--- config.mk ---
export PLATFORM = sky130hd
export DESIGN_NAME = alo_unit
export DESIGN_NICKNAME = d
export VERILOG_FILES = /design/src/rtl/alo_pkg.sv /design/src/rtl/alo_stack.sv /design/src/rtl/alo_unit.sv
export SDC_FILE = /design/constraint.sdc
export NUM_CORES = 1
export LEC_CHECK = 0
export BUFFER_PORTS_ARGS = -buffer_cell sky130_fd_sc_hd__buf_2
export CAP_MARGIN = 15
export CORE_UTILIZATION = 60
export DETAILED_ROUTE_END_ITERATION = 12
export GPL_TIMING_DRIVEN = 0
export PLACE_DENSITY = 0.79
export SETUP_SLACK_MARGIN = 0.05
export SYNTH_ARGS = -nofsm -noshare
export SYNTH_HDL_FRONTEND = slang
export SYNTH_SLANG_ARGS = --single-unit
--- constraint.sdc ---
create_clock -name sys_clk -period 2.1 [get_ports sys_clk]
set_clock_uncertainty 0.15 [all_clocks]
set_input_delay 0.21 -clock sys_clk [delete_from_list [all_inputs] [get_ports sys_clk]]
set_output_delay 0.21 -clock sys_clk [all_outputs]
set_load 0.005 [all_outputs]
--- src/rtl/alo_pkg.sv ---
// Purpose: Shared constants and types for the accumulator logic unit.
// Assumes: 20 MHz controller clock, one operation per accepted request.
// Notes:   Operation codes are chosen locally.
package alo_pkg;
    localparam int ACC_W        = 32;
    localparam int WORD_W       = 16;
    localparam int CNT_W        = 6;
    localparam int STACK_DEPTH  = 8;
    localparam logic [ACC_W-1:0] ACC_RESET = 32'h0000_0000;
    localparam logic [CNT_W-1:0] BITS_MIN  = 6'h01;
    localparam logic [CNT_W-1:0] BITS_MAX  = 6'h20;

    typedef enum logic [2:0] {
        ALO_OR_DOUBLE,
        ALO_OR_BITRANGE,
        ALO_OR_STACK,
        ALO_XOR_WORD,
        ALO_XOR_DOUBLE,
        ALO_XOR_BITRANGE
    } alo_op_e;

    // Keeps only the low count bits of a discrete run; count outside 1..32 gives zero.
    function automatic logic [ACC_W-1:0] alo_run_mask(input logic [ACC_W-1:0] bits,
                                                      input logic [CNT_W-1:0] count);
        logic [ACC_W-1:0] mask;
        mask = '0;
        for (int i = 0; i < ACC_W; i++) begin
            if (count >= BITS_MIN && count <= BITS_MAX && i < int'(count)) begin
                mask[i] = 1'b1;
            end
        end
        return bits & mask;
    endfunction
endpackage

--- src/rtl/alo_stack.sv ---
// Purpose: Accumulator stack storage with a pop that shifts all levels up.
// Assumes: Push comes from other instructions of the controller.
// Notes:   Pop and push in one cycle: pop wins, push is dropped.
`timescale 1ns/1ns
module alo_stack #(
    parameter int DEPTH = alo_pkg::STACK_DEPTH
) (
    input  wire logic                      sys_clk,
    input  wire logic                      rst_n,
    input  wire logic                      push,
    input  wire logic [alo_pkg::ACC_W-1:0] push_data,
    input  wire logic                      pop,
    output logic      [alo_pkg::ACC_W-1:0] top
);
    import alo_pkg::*;

    logic [ACC_W-1:0] level      [DEPTH];
    logic [ACC_W-1:0] next_level [DEPTH];

    always_comb begin
        next_level = level;
        if (pop) begin
            for (int i = 0; i < DEPTH - 1; i++) begin
                next_level[i] = level[i+1];
            end
            next_level[DEPTH-1] = ACC_RESET;
        end else if (push) begin
            for (int i = DEPTH - 1; i > 0; i--) begin
                next_level[i] = level[i-1];
            end
            next_level[0] = push_data;
        end
    end

    always_ff @(posedge sys_clk or negedge rst_n) begin
        if (!rst_n) begin
            for (int i = 0; i < DEPTH; i++) begin
                level[i] <= ACC_RESET;
            end
        end else begin
            level <= next_level;
        end
    end

    assign top = level[0];

    stack_shift_a: assert property (@(posedge sys_clk) disable iff (!rst_n)
        pop |=> level[0] == $past(level[1]))
        else $error("Stack did not shift up on pop.");
endmodule // alo_stack

--- src/rtl/alo_unit.sv ---
// Purpose: Accumulator OR and exclusive-OR unit with zero and negative flags.
// Assumes: Operands arrive valid with op_valid; rung condition given per request.
// Notes:   Every operation completes in the cycle after it is taken.
//          Push and load come from other instructions; a taken operation wins over a load.
`timescale 1ns/1ns
module alo_unit #(
    parameter int STACK_LEVELS = alo_pkg::STACK_DEPTH
) (
    input  wire logic                      sys_clk,
    input  wire logic                      rst_n,
    input  wire logic                      op_valid,
    input  wire logic                      rung_true,
    input  wire alo_pkg::alo_op_e          op_code,
    input  wire logic [alo_pkg::ACC_W-1:0] operand,
    input  wire logic [alo_pkg::CNT_W-1:0] bit_count,
    input  wire logic                      acc_load,
    input  wire logic [alo_pkg::ACC_W-1:0] acc_load_data,
    input  wire logic                      stack_push,
    output logic      [alo_pkg::ACC_W-1:0] accumulator,
    output logic                           zero_flag,
    output logic                           negative_flag,
    output logic                           op_done
);
    import alo_pkg::*;

    logic [ACC_W-1:0] stack_top;
    logic [ACC_W-1:0] result;
    logic [ACC_W-1:0] next_accumulator;
    logic             next_zero_flag;
    logic             next_negative_flag;
    logic             next_op_done;
    logic             fire;
    logic             pop;

    // A request with its rung false is dropped whole: no result, no pop, no done pulse.
    // Rung gating.
    assign fire = op_valid && rung_true;
    assign pop  = fire && op_code == ALO_OR_STACK;

    // Stack push is blocked during a pop so a level is never lost silently.
    // The stack drops it as well; gating it here keeps the intent visible at this level.
    alo_stack #(
        .DEPTH(STACK_LEVELS)
    ) u_stack (
        .sys_clk  (sys_clk),
        .rst_n    (rst_n),
        .push     (stack_push && !pop),
        .push_data(accumulator),
        .pop      (pop),
        .top      (stack_top)
    );

    always_comb begin
        result = accumulator;
        unique case (op_code)
            ALO_OR_DOUBLE:    result = accumulator | operand;
            ALO_OR_BITRANGE:  result = accumulator | alo_run_mask(operand, bit_count);
            ALO_OR_STACK:     result = accumulator | stack_top;
            ALO_XOR_WORD:     result = {accumulator[ACC_W-1:WORD_W],
                                        accumulator[WORD_W-1:0] ^ operand[WORD_W-1:0]};
            ALO_XOR_DOUBLE:   result = accumulator ^ operand;
            ALO_XOR_BITRANGE: result = accumulator ^ alo_run_mask(operand, bit_count);
            // Codes 6 and 7 are unused and leave the accumulator as it is.
            default:          result = accumulator;
        endcase
    end

    always_comb begin
        next_accumulator   = accumulator;
        next_zero_flag     = zero_flag;
        next_negative_flag = negative_flag;
        next_op_done       = fire;
        if (fire) begin
            next_accumulator   = result;
            // A word XOR still takes its flags from the whole 32-bit result.
            // Zero from result.
            next_zero_flag     = (result == '0);
            next_negative_flag = result[ACC_W-1];
        end else if (acc_load) begin
            // Loads from other instructions leave the flags to those instructions.
            next_accumulator = acc_load_data;
        end
    end

    always_ff @(posedge sys_clk or negedge rst_n) begin
        if (!rst_n) begin
            accumulator   <= ACC_RESET;
            zero_flag     <= 1'b0;
            negative_flag <= 1'b0;
            op_done       <= 1'b0;
        end else begin
            accumulator   <= next_accumulator;
            zero_flag     <= next_zero_flag;
            negative_flag <= next_negative_flag;
            op_done       <= next_op_done;
        end
    end

    or_double_a: assert property (@(posedge sys_clk) disable iff (!rst_n)
        (fire && op_code == ALO_OR_DOUBLE) |=> accumulator == ($past(accumulator) | $past(operand)))
        else $error("Double OR result wrong.");

    or_range_a: assert property (@(posedge sys_clk) disable iff (!rst_n)
        (fire && op_code == ALO_OR_BITRANGE && bit_count == BITS_MIN)
        |=> accumulator[ACC_W-1:1] == $past(accumulator[ACC_W-1:1]))
        else $error("Single-bit OR touched upper bits.");

    or_full_a: assert property (@(posedge sys_clk) disable iff (!rst_n)
        (fire && op_code == ALO_OR_BITRANGE && bit_count == BITS_MAX)
        |=> accumulator == ($past(accumulator) | $past(operand)))
        else $error("Full-width range OR wrong.");

    or_stack_a: assert property (@(posedge sys_clk) disable iff (!rst_n)
        pop |=> accumulator == ($past(accumulator) | $past(stack_top)))
        else $error("Stack OR result wrong.");

    xor_lower_a: assert property (@(posedge sys_clk) disable iff (!rst_n)
        (fire && op_code == ALO_XOR_WORD)
        |=> accumulator[WORD_W-1:0] == ($past(accumulator[WORD_W-1:0]) ^ $past(operand[WORD_W-1:0])))
        else $error("Word XOR low half wrong.");

    xor_upper_a: assert property (@(posedge sys_clk) disable iff (!rst_n)
        (fire && op_code == ALO_XOR_WORD) |=> accumulator[ACC_W-1:WORD_W] == $past(accumulator[ACC_W-1:WORD_W]))
        else $error("Word XOR changed upper half.");

    word_zero_a: assert property (@(posedge sys_clk) disable iff (!rst_n)
        (fire && op_code == ALO_XOR_WORD) |=> zero_flag == (accumulator == '0))
        else $error("Word XOR zero flag wrong.");

    xor_double_a: assert property (@(posedge sys_clk) disable iff (!rst_n)
        (fire && op_code == ALO_XOR_DOUBLE) |=> accumulator == ($past(accumulator) ^ $past(operand)))
        else $error("Double XOR result wrong.");

    xor_range_a: assert property (@(posedge sys_clk) disable iff (!rst_n)
        (fire && op_code == ALO_XOR_BITRANGE && bit_count == BITS_MAX)
        |=> accumulator == ($past(accumulator) ^ $past(operand)))
        else $error("Full-width range XOR wrong.");

    xor_single_a: assert property (@(posedge sys_clk) disable iff (!rst_n)
        (fire && op_code == ALO_XOR_BITRANGE && bit_count == BITS_MIN)
        |=> accumulator == ($past(accumulator) ^ {{(ACC_W-1){1'b0}}, $past(operand[0])}))
        else $error("Single-bit range XOR wrong.");

    zero_flag_a: assert property (@(posedge sys_clk) disable iff (!rst_n)
        op_done |-> zero_flag == (accumulator == '0))
        else $error("Zero flag disagrees with result.");

    neg_flag_a: assert property (@(posedge sys_clk) disable iff (!rst_n)
        op_done |-> negative_flag == accumulator[ACC_W-1])
        else $error("Negative flag disagrees with bit 31.");

    double_flags_a: assert property (@(posedge sys_clk) disable iff (!rst_n)
        (fire && op_code == ALO_OR_DOUBLE)
        |=> negative_flag == ($past(accumulator[ACC_W-1]) | $past(operand[ACC_W-1]))
            && zero_flag == (($past(accumulator) | $past(operand)) == '0))
        else $error("Double OR flags wrong.");

    flag_hold_a: assert property (@(posedge sys_clk) disable iff (!rst_n)
        !fire |=> $stable(zero_flag) && $stable(negative_flag))
        else $error("Flags changed without an operation.");

    rung_off_a: assert property (@(posedge sys_clk) disable iff (!rst_n)
        (op_valid && !rung_true && !acc_load) |=> $stable(accumulator) && !op_done)
        else $error("Operation ran with rung false.");

    stack_keep_a: assert property (@(posedge sys_clk) disable iff (!rst_n)
        (op_valid && !rung_true && !stack_push) |=> $stable(stack_top))
        else $error("Stack changed with rung false.");

    done_pulse_a: assert property (@(posedge sys_clk) disable iff (!rst_n)
        fire |=> op_done)
        else $error("Taken operation gave no done pulse.");

    // Main scenarios: a stack OR, zero and negative results, a refused request, a short run.
    stack_op_c: cover property (@(posedge sys_clk) disable iff (!rst_n) pop ##1 op_done);
    zero_res_c: cover property (@(posedge sys_clk) disable iff (!rst_n) op_done && zero_flag);
    neg_res_c:  cover property (@(posedge sys_clk) disable iff (!rst_n) op_done && negative_flag);
    rung_off_c: cover property (@(posedge sys_clk) disable iff (!rst_n) op_valid && !rung_true);
    short_run_c: cover property (@(posedge sys_clk) disable iff (!rst_n) fire && bit_count == BITS_MIN);
endmodule // alo_unit

==> impl_results.md <==
* Final Max Slew Viols at 0
* Detailed router's first-iteration violation count at 1640
* Cell Count, Final, Fillers Out at 2243
* Number of nets in the finished design at 1966
* Number of antenna violations at the first check in global routing at 4
* Mean instance size in the synthesized netlist at 9.36 µm²
* Vert. Die Dim at 163 µm
* Commonest non-fill, non-tap cell in the layout: sky130_fd_sc_hd__dfrtp_1
* Count of input and output buffers at 110
* CTS clk-pin slew, worst paths at 0.07 ns
* Max FO, Critical Path at 10
* Hold Crit Class: in -> reg
* Cell area power density at 1010 nW/µm²
* Basic-gate share of the synthesized area counting and, or, nand and nor cells at 13.6%
* Number of placement rows at 58
* All-Layer GR Usage at 43.7%
* Root Buffer Master: sky130_fd_sc_hd__clkbuf_16
* Ys Warns at 0
* Commonest cells after routing, fill and taps aside: sky130_fd_sc_hd__dfrtp_1, sky130_fd_sc_hd__nand2_1, sky130_fd_sc_hd__mux2i_1
* Yosys reg bits at 291
* Critical Path Start: op_code[0]
* Startpoint type of the worst setup path: input port
* Share of layout cells above drive strength 1 at 17.6%
* Synth Area in Adders at 0%
* RSZ-0062 raised after global routing: true
* Hold_sp: operand[12]
* EDFF count, synth at 0
* Synthesized-area fraction occupied by xor and xnor cells at 0.394%
* Sequential-to-total area share from yosys stat at 46.8%
* Static leakage power at 0.00844 µW
* Cell at the slowest stage of the critical path: sky130_fd_sc_hd__nand2_1
* Area of the mapped netlist at 15600 µm²
* Max_slew headroom at 31.9%
* Clock tree from TritonCTS: yes
* Final critical path time including I/O delays and setup at 2.29 ns
* Most frequent CP cell: sky130_fd_sc_hd__buf_2
* Via count of the routed design at 14700
* Worst EP arrival at 2.66 ns
* Source-to-sink clock delay at the later pin of the worst-skew pair at 0.58 ns
* Total wirelength of the detailed-routed design at 57200 µm
* Die width at 163 µm
* Peak VDD IR at 0.968 mV
* Kind of critical path: in -> reg
* Largest family of logic cells by synthesized area: multiplexers
* Share of synthesized flip-flops with an asynchronous set or reset at 100%
* Synthesized netlist net count at 1742
* Cell count after synthesis at 1663
* Worst-path cell chain: buf_2 -> buf_2 -> nand2_1 -> nor2_2 -> a311o_1 -> a31oi_2 -> o21a_1 -> o22ai_1 -> and3_4 -> a32o_1
* Most used DFF post-synth: sky130_fd_sc_hd__dfrtp_1
* Critical path capture point type: flip-flop
* Number of clock buffers inserted by TritonCTS at 31
* Result of the run: finished with violations
* Detailed-route DRC error count at 0
* Vias per std cell at 6.53
* Area of the core at 25300 µm²
* 1st-pass router iterations at 6
* Library cells used by synthesis at 76
* Final worst path period share at 109%
* Count of pins on the block boundary at 114
* Area added between synthesis and finish at 21.2%
* Avg WL per Cell at 25.5 µm
* DIE AREA at 26600 µm²
* Vias in the first global route at 14600
* Final worst slack at -0.186 ns
* Routability-driven placement congestion ratio at 1.01
* Violated checks: negative setup slack
* Largest incremental delay on the critical path at 0.43 ns
* First-pass GRT wire length at 86500 µm
* Register-to-Register Setup Slack at -0.08 ns
* Total negative setup slack at -1.20 ns
* Number of levels the H-tree was split into at 1
* Max_cap viols at 0
* Post-synthesis mux area share at 17.9%
* Initial cell density of the core at 61.4%
* Data required time at the worst endpoint at 2.47 ns
* Worst reg2reg path startpoint: accumulator[10]
* Transition time at the pin with the least slew margin at 1.02 ns
* Max clock buf depth at 3
* Antenna violation net count after detailed routing at 0
* Final Hold Vio Count at 0
* Grt total ovfl at 0
* Fmax at 438 MHz
* Sinks on the clock net at 291
* Share of the synthesized area in compound gates (AO/OA/AOI/OAI) at 17.7%
* Setup violators final at 40
* Maximum number of pins on one net before global-route repair at 128
* Power consumption at 19100 µW
* Placed wire-length estimate at 39700 µm
* Count of placed standard cells including taps at 2105
-- flip-flops by register name (all words and copies together) (netlist names) --
name	count
accumulator	32
negative_flag	1
op_done	1
u_stack.level	224
u_stack.top	32
zero_flag	1
-- cell type report --
class                      count  area (µm²)
clock buffer                  47         916
clock inverter                10         135
inverter                      15        56.3
fill                        1694        6460
sequential                   291        7290
buffer                       130         663
timing repair buffer         191        1380
antenna                        2        5.00
multi-input combinational   1227        8020
tap                          330         413
-- kinds of logic (layout without fill, tap and decap cells) --
kind of cell,Yosys count,in the layout
other,0,2
AND/OR/NAND/NOR,474,474
buffers and inverters,145,393
XOR/XNOR,7,7
multiplexers,278,278
flip-flops,291,291
AO/OA/AOI/OAI,468,468
-- per-layer routing --
layer	share of wire, %	global-route usage [%]
met2	46	69.6
met1	37	54.1
met4	6.6	27.0
met3	9.5	9.78
met5	0.040	0
-- worst paths after layout --
kind / end / cells past startpoint
min: accumulator[12] / 4
max reg2reg: zero_flag / 8
max: zero_flag / 10
min reg2reg: u_stack.level[56] / 2
min in group asynchronous: negative_flag / 3
max in group asynchronous: u_stack.level[73] / 4
-- what timing repair did --
item                                    in CTS  in global routing
endpoints found under the hold margin      323                  0
resized for setup                           99                 61
pin swaps                                   20                 21
hold buffers                                43                  0
endpoints found under the setup margin     283                187
setup buffers                               25                 11
-- cell usage after synthesis (3+ instances only) --
library cell	instances	area share (%)
sky130_fd_sc_hd__nand4_1	4	0.16
sky130_fd_sc_hd__o311ai_1	3	0.17
sky130_fd_sc_hd__nand3b_1	3	0.14
sky130_fd_sc_hd__or3_1	3	0.12
sky130_fd_sc_hd__nor3_1	10	0.32
sky130_fd_sc_hd__o22ai_1	10	0.40
sky130_fd_sc_hd__o221ai_1	3	0.17
sky130_fd_sc_hd__o2111ai_1	4	0.23
sky130_fd_sc_hd__xor2_1	3	0.17
sky130_fd_sc_hd__o21a_1	3	0.14
sky130_fd_sc_hd__nand2b_1	10	0.40
sky130_fd_sc_hd__a31oi_1	8	0.32
sky130_fd_sc_hd__and3_1	10	0.40
sky130_fd_sc_hd__o311ai_0	3	0.17
sky130_fd_sc_hd__nand2_1	289	7.0
sky130_fd_sc_hd__nand3_1	15	0.48
sky130_fd_sc_hd__or2_2	3	0.12
sky130_fd_sc_hd__buf_2	9	0.29
sky130_fd_sc_hd__mux2i_1	276	18
sky130_fd_sc_hd__a32oi_1	4	0.23
sky130_fd_sc_hd__dfrtp_1	291	47
sky130_fd_sc_hd__a21o_1	10	0.48
sky130_fd_sc_hd__o31ai_1	7	0.34
sky130_fd_sc_hd__a21oi_1	54	1.7
sky130_fd_sc_hd__buf_1	10	0.24
sky130_fd_sc_hd__a2bb2oi_1	5	0.28
sky130_fd_sc_hd__nor2_1	71	1.7
sky130_fd_sc_hd__nor3b_1	3	0.14
sky130_fd_sc_hd__clkbuf_1	110	2.7
sky130_fd_sc_hd__a22oi_1	7	0.34
sky130_fd_sc_hd__o211ai_1	10	0.48
sky130_fd_sc_hd__a211o_1	5	0.28
sky130_fd_sc_hd__o21ai_0	274	8.8
sky130_fd_sc_hd__nor2b_1	31	1.2
sky130_fd_sc_hd__a211oi_1	24	1.2
sky130_fd_sc_hd__and2_1	4	0.16
sky130_fd_sc_hd__a32o_1	4	0.26
sky130_fd_sc_hd__xnor2_1	4	0.23
sky130_fd_sc_hd__inv_1	15	0.36
-- where the power goes --
| part | switching (µW) | internal, µW |
|---|---|---|
| clock network | 2390 | 3270 |
| registers | 1830 | 7510 |
| logic | 2230 | 1860 |
| total | 6460 | 12600 |
-- critical path, delay by kind of cell --
kind	cells	cell delay [ns]
AO/OA/AOI/OAI	5	0.92
AND/OR/NAND/NOR	3	1.10
buffers and inverters	2	0.40
-- through the flow --
stage               setup slack (ns)  instance area [µm²]  hold slack [ns]  util, %
floorplan                     -0.202                15600           -0.236        -
global placement               -4.55                16600            0.303     65.4
detailed placement             -1.75                16600          -0.0183     65.7
CTS                          -0.0846                18700           0.0104     73.7
global route                  -0.176                18900          0.00318     74.5
finish                        -0.186                18900          0.00683     74.5
(Power assumes the default switching activity.)
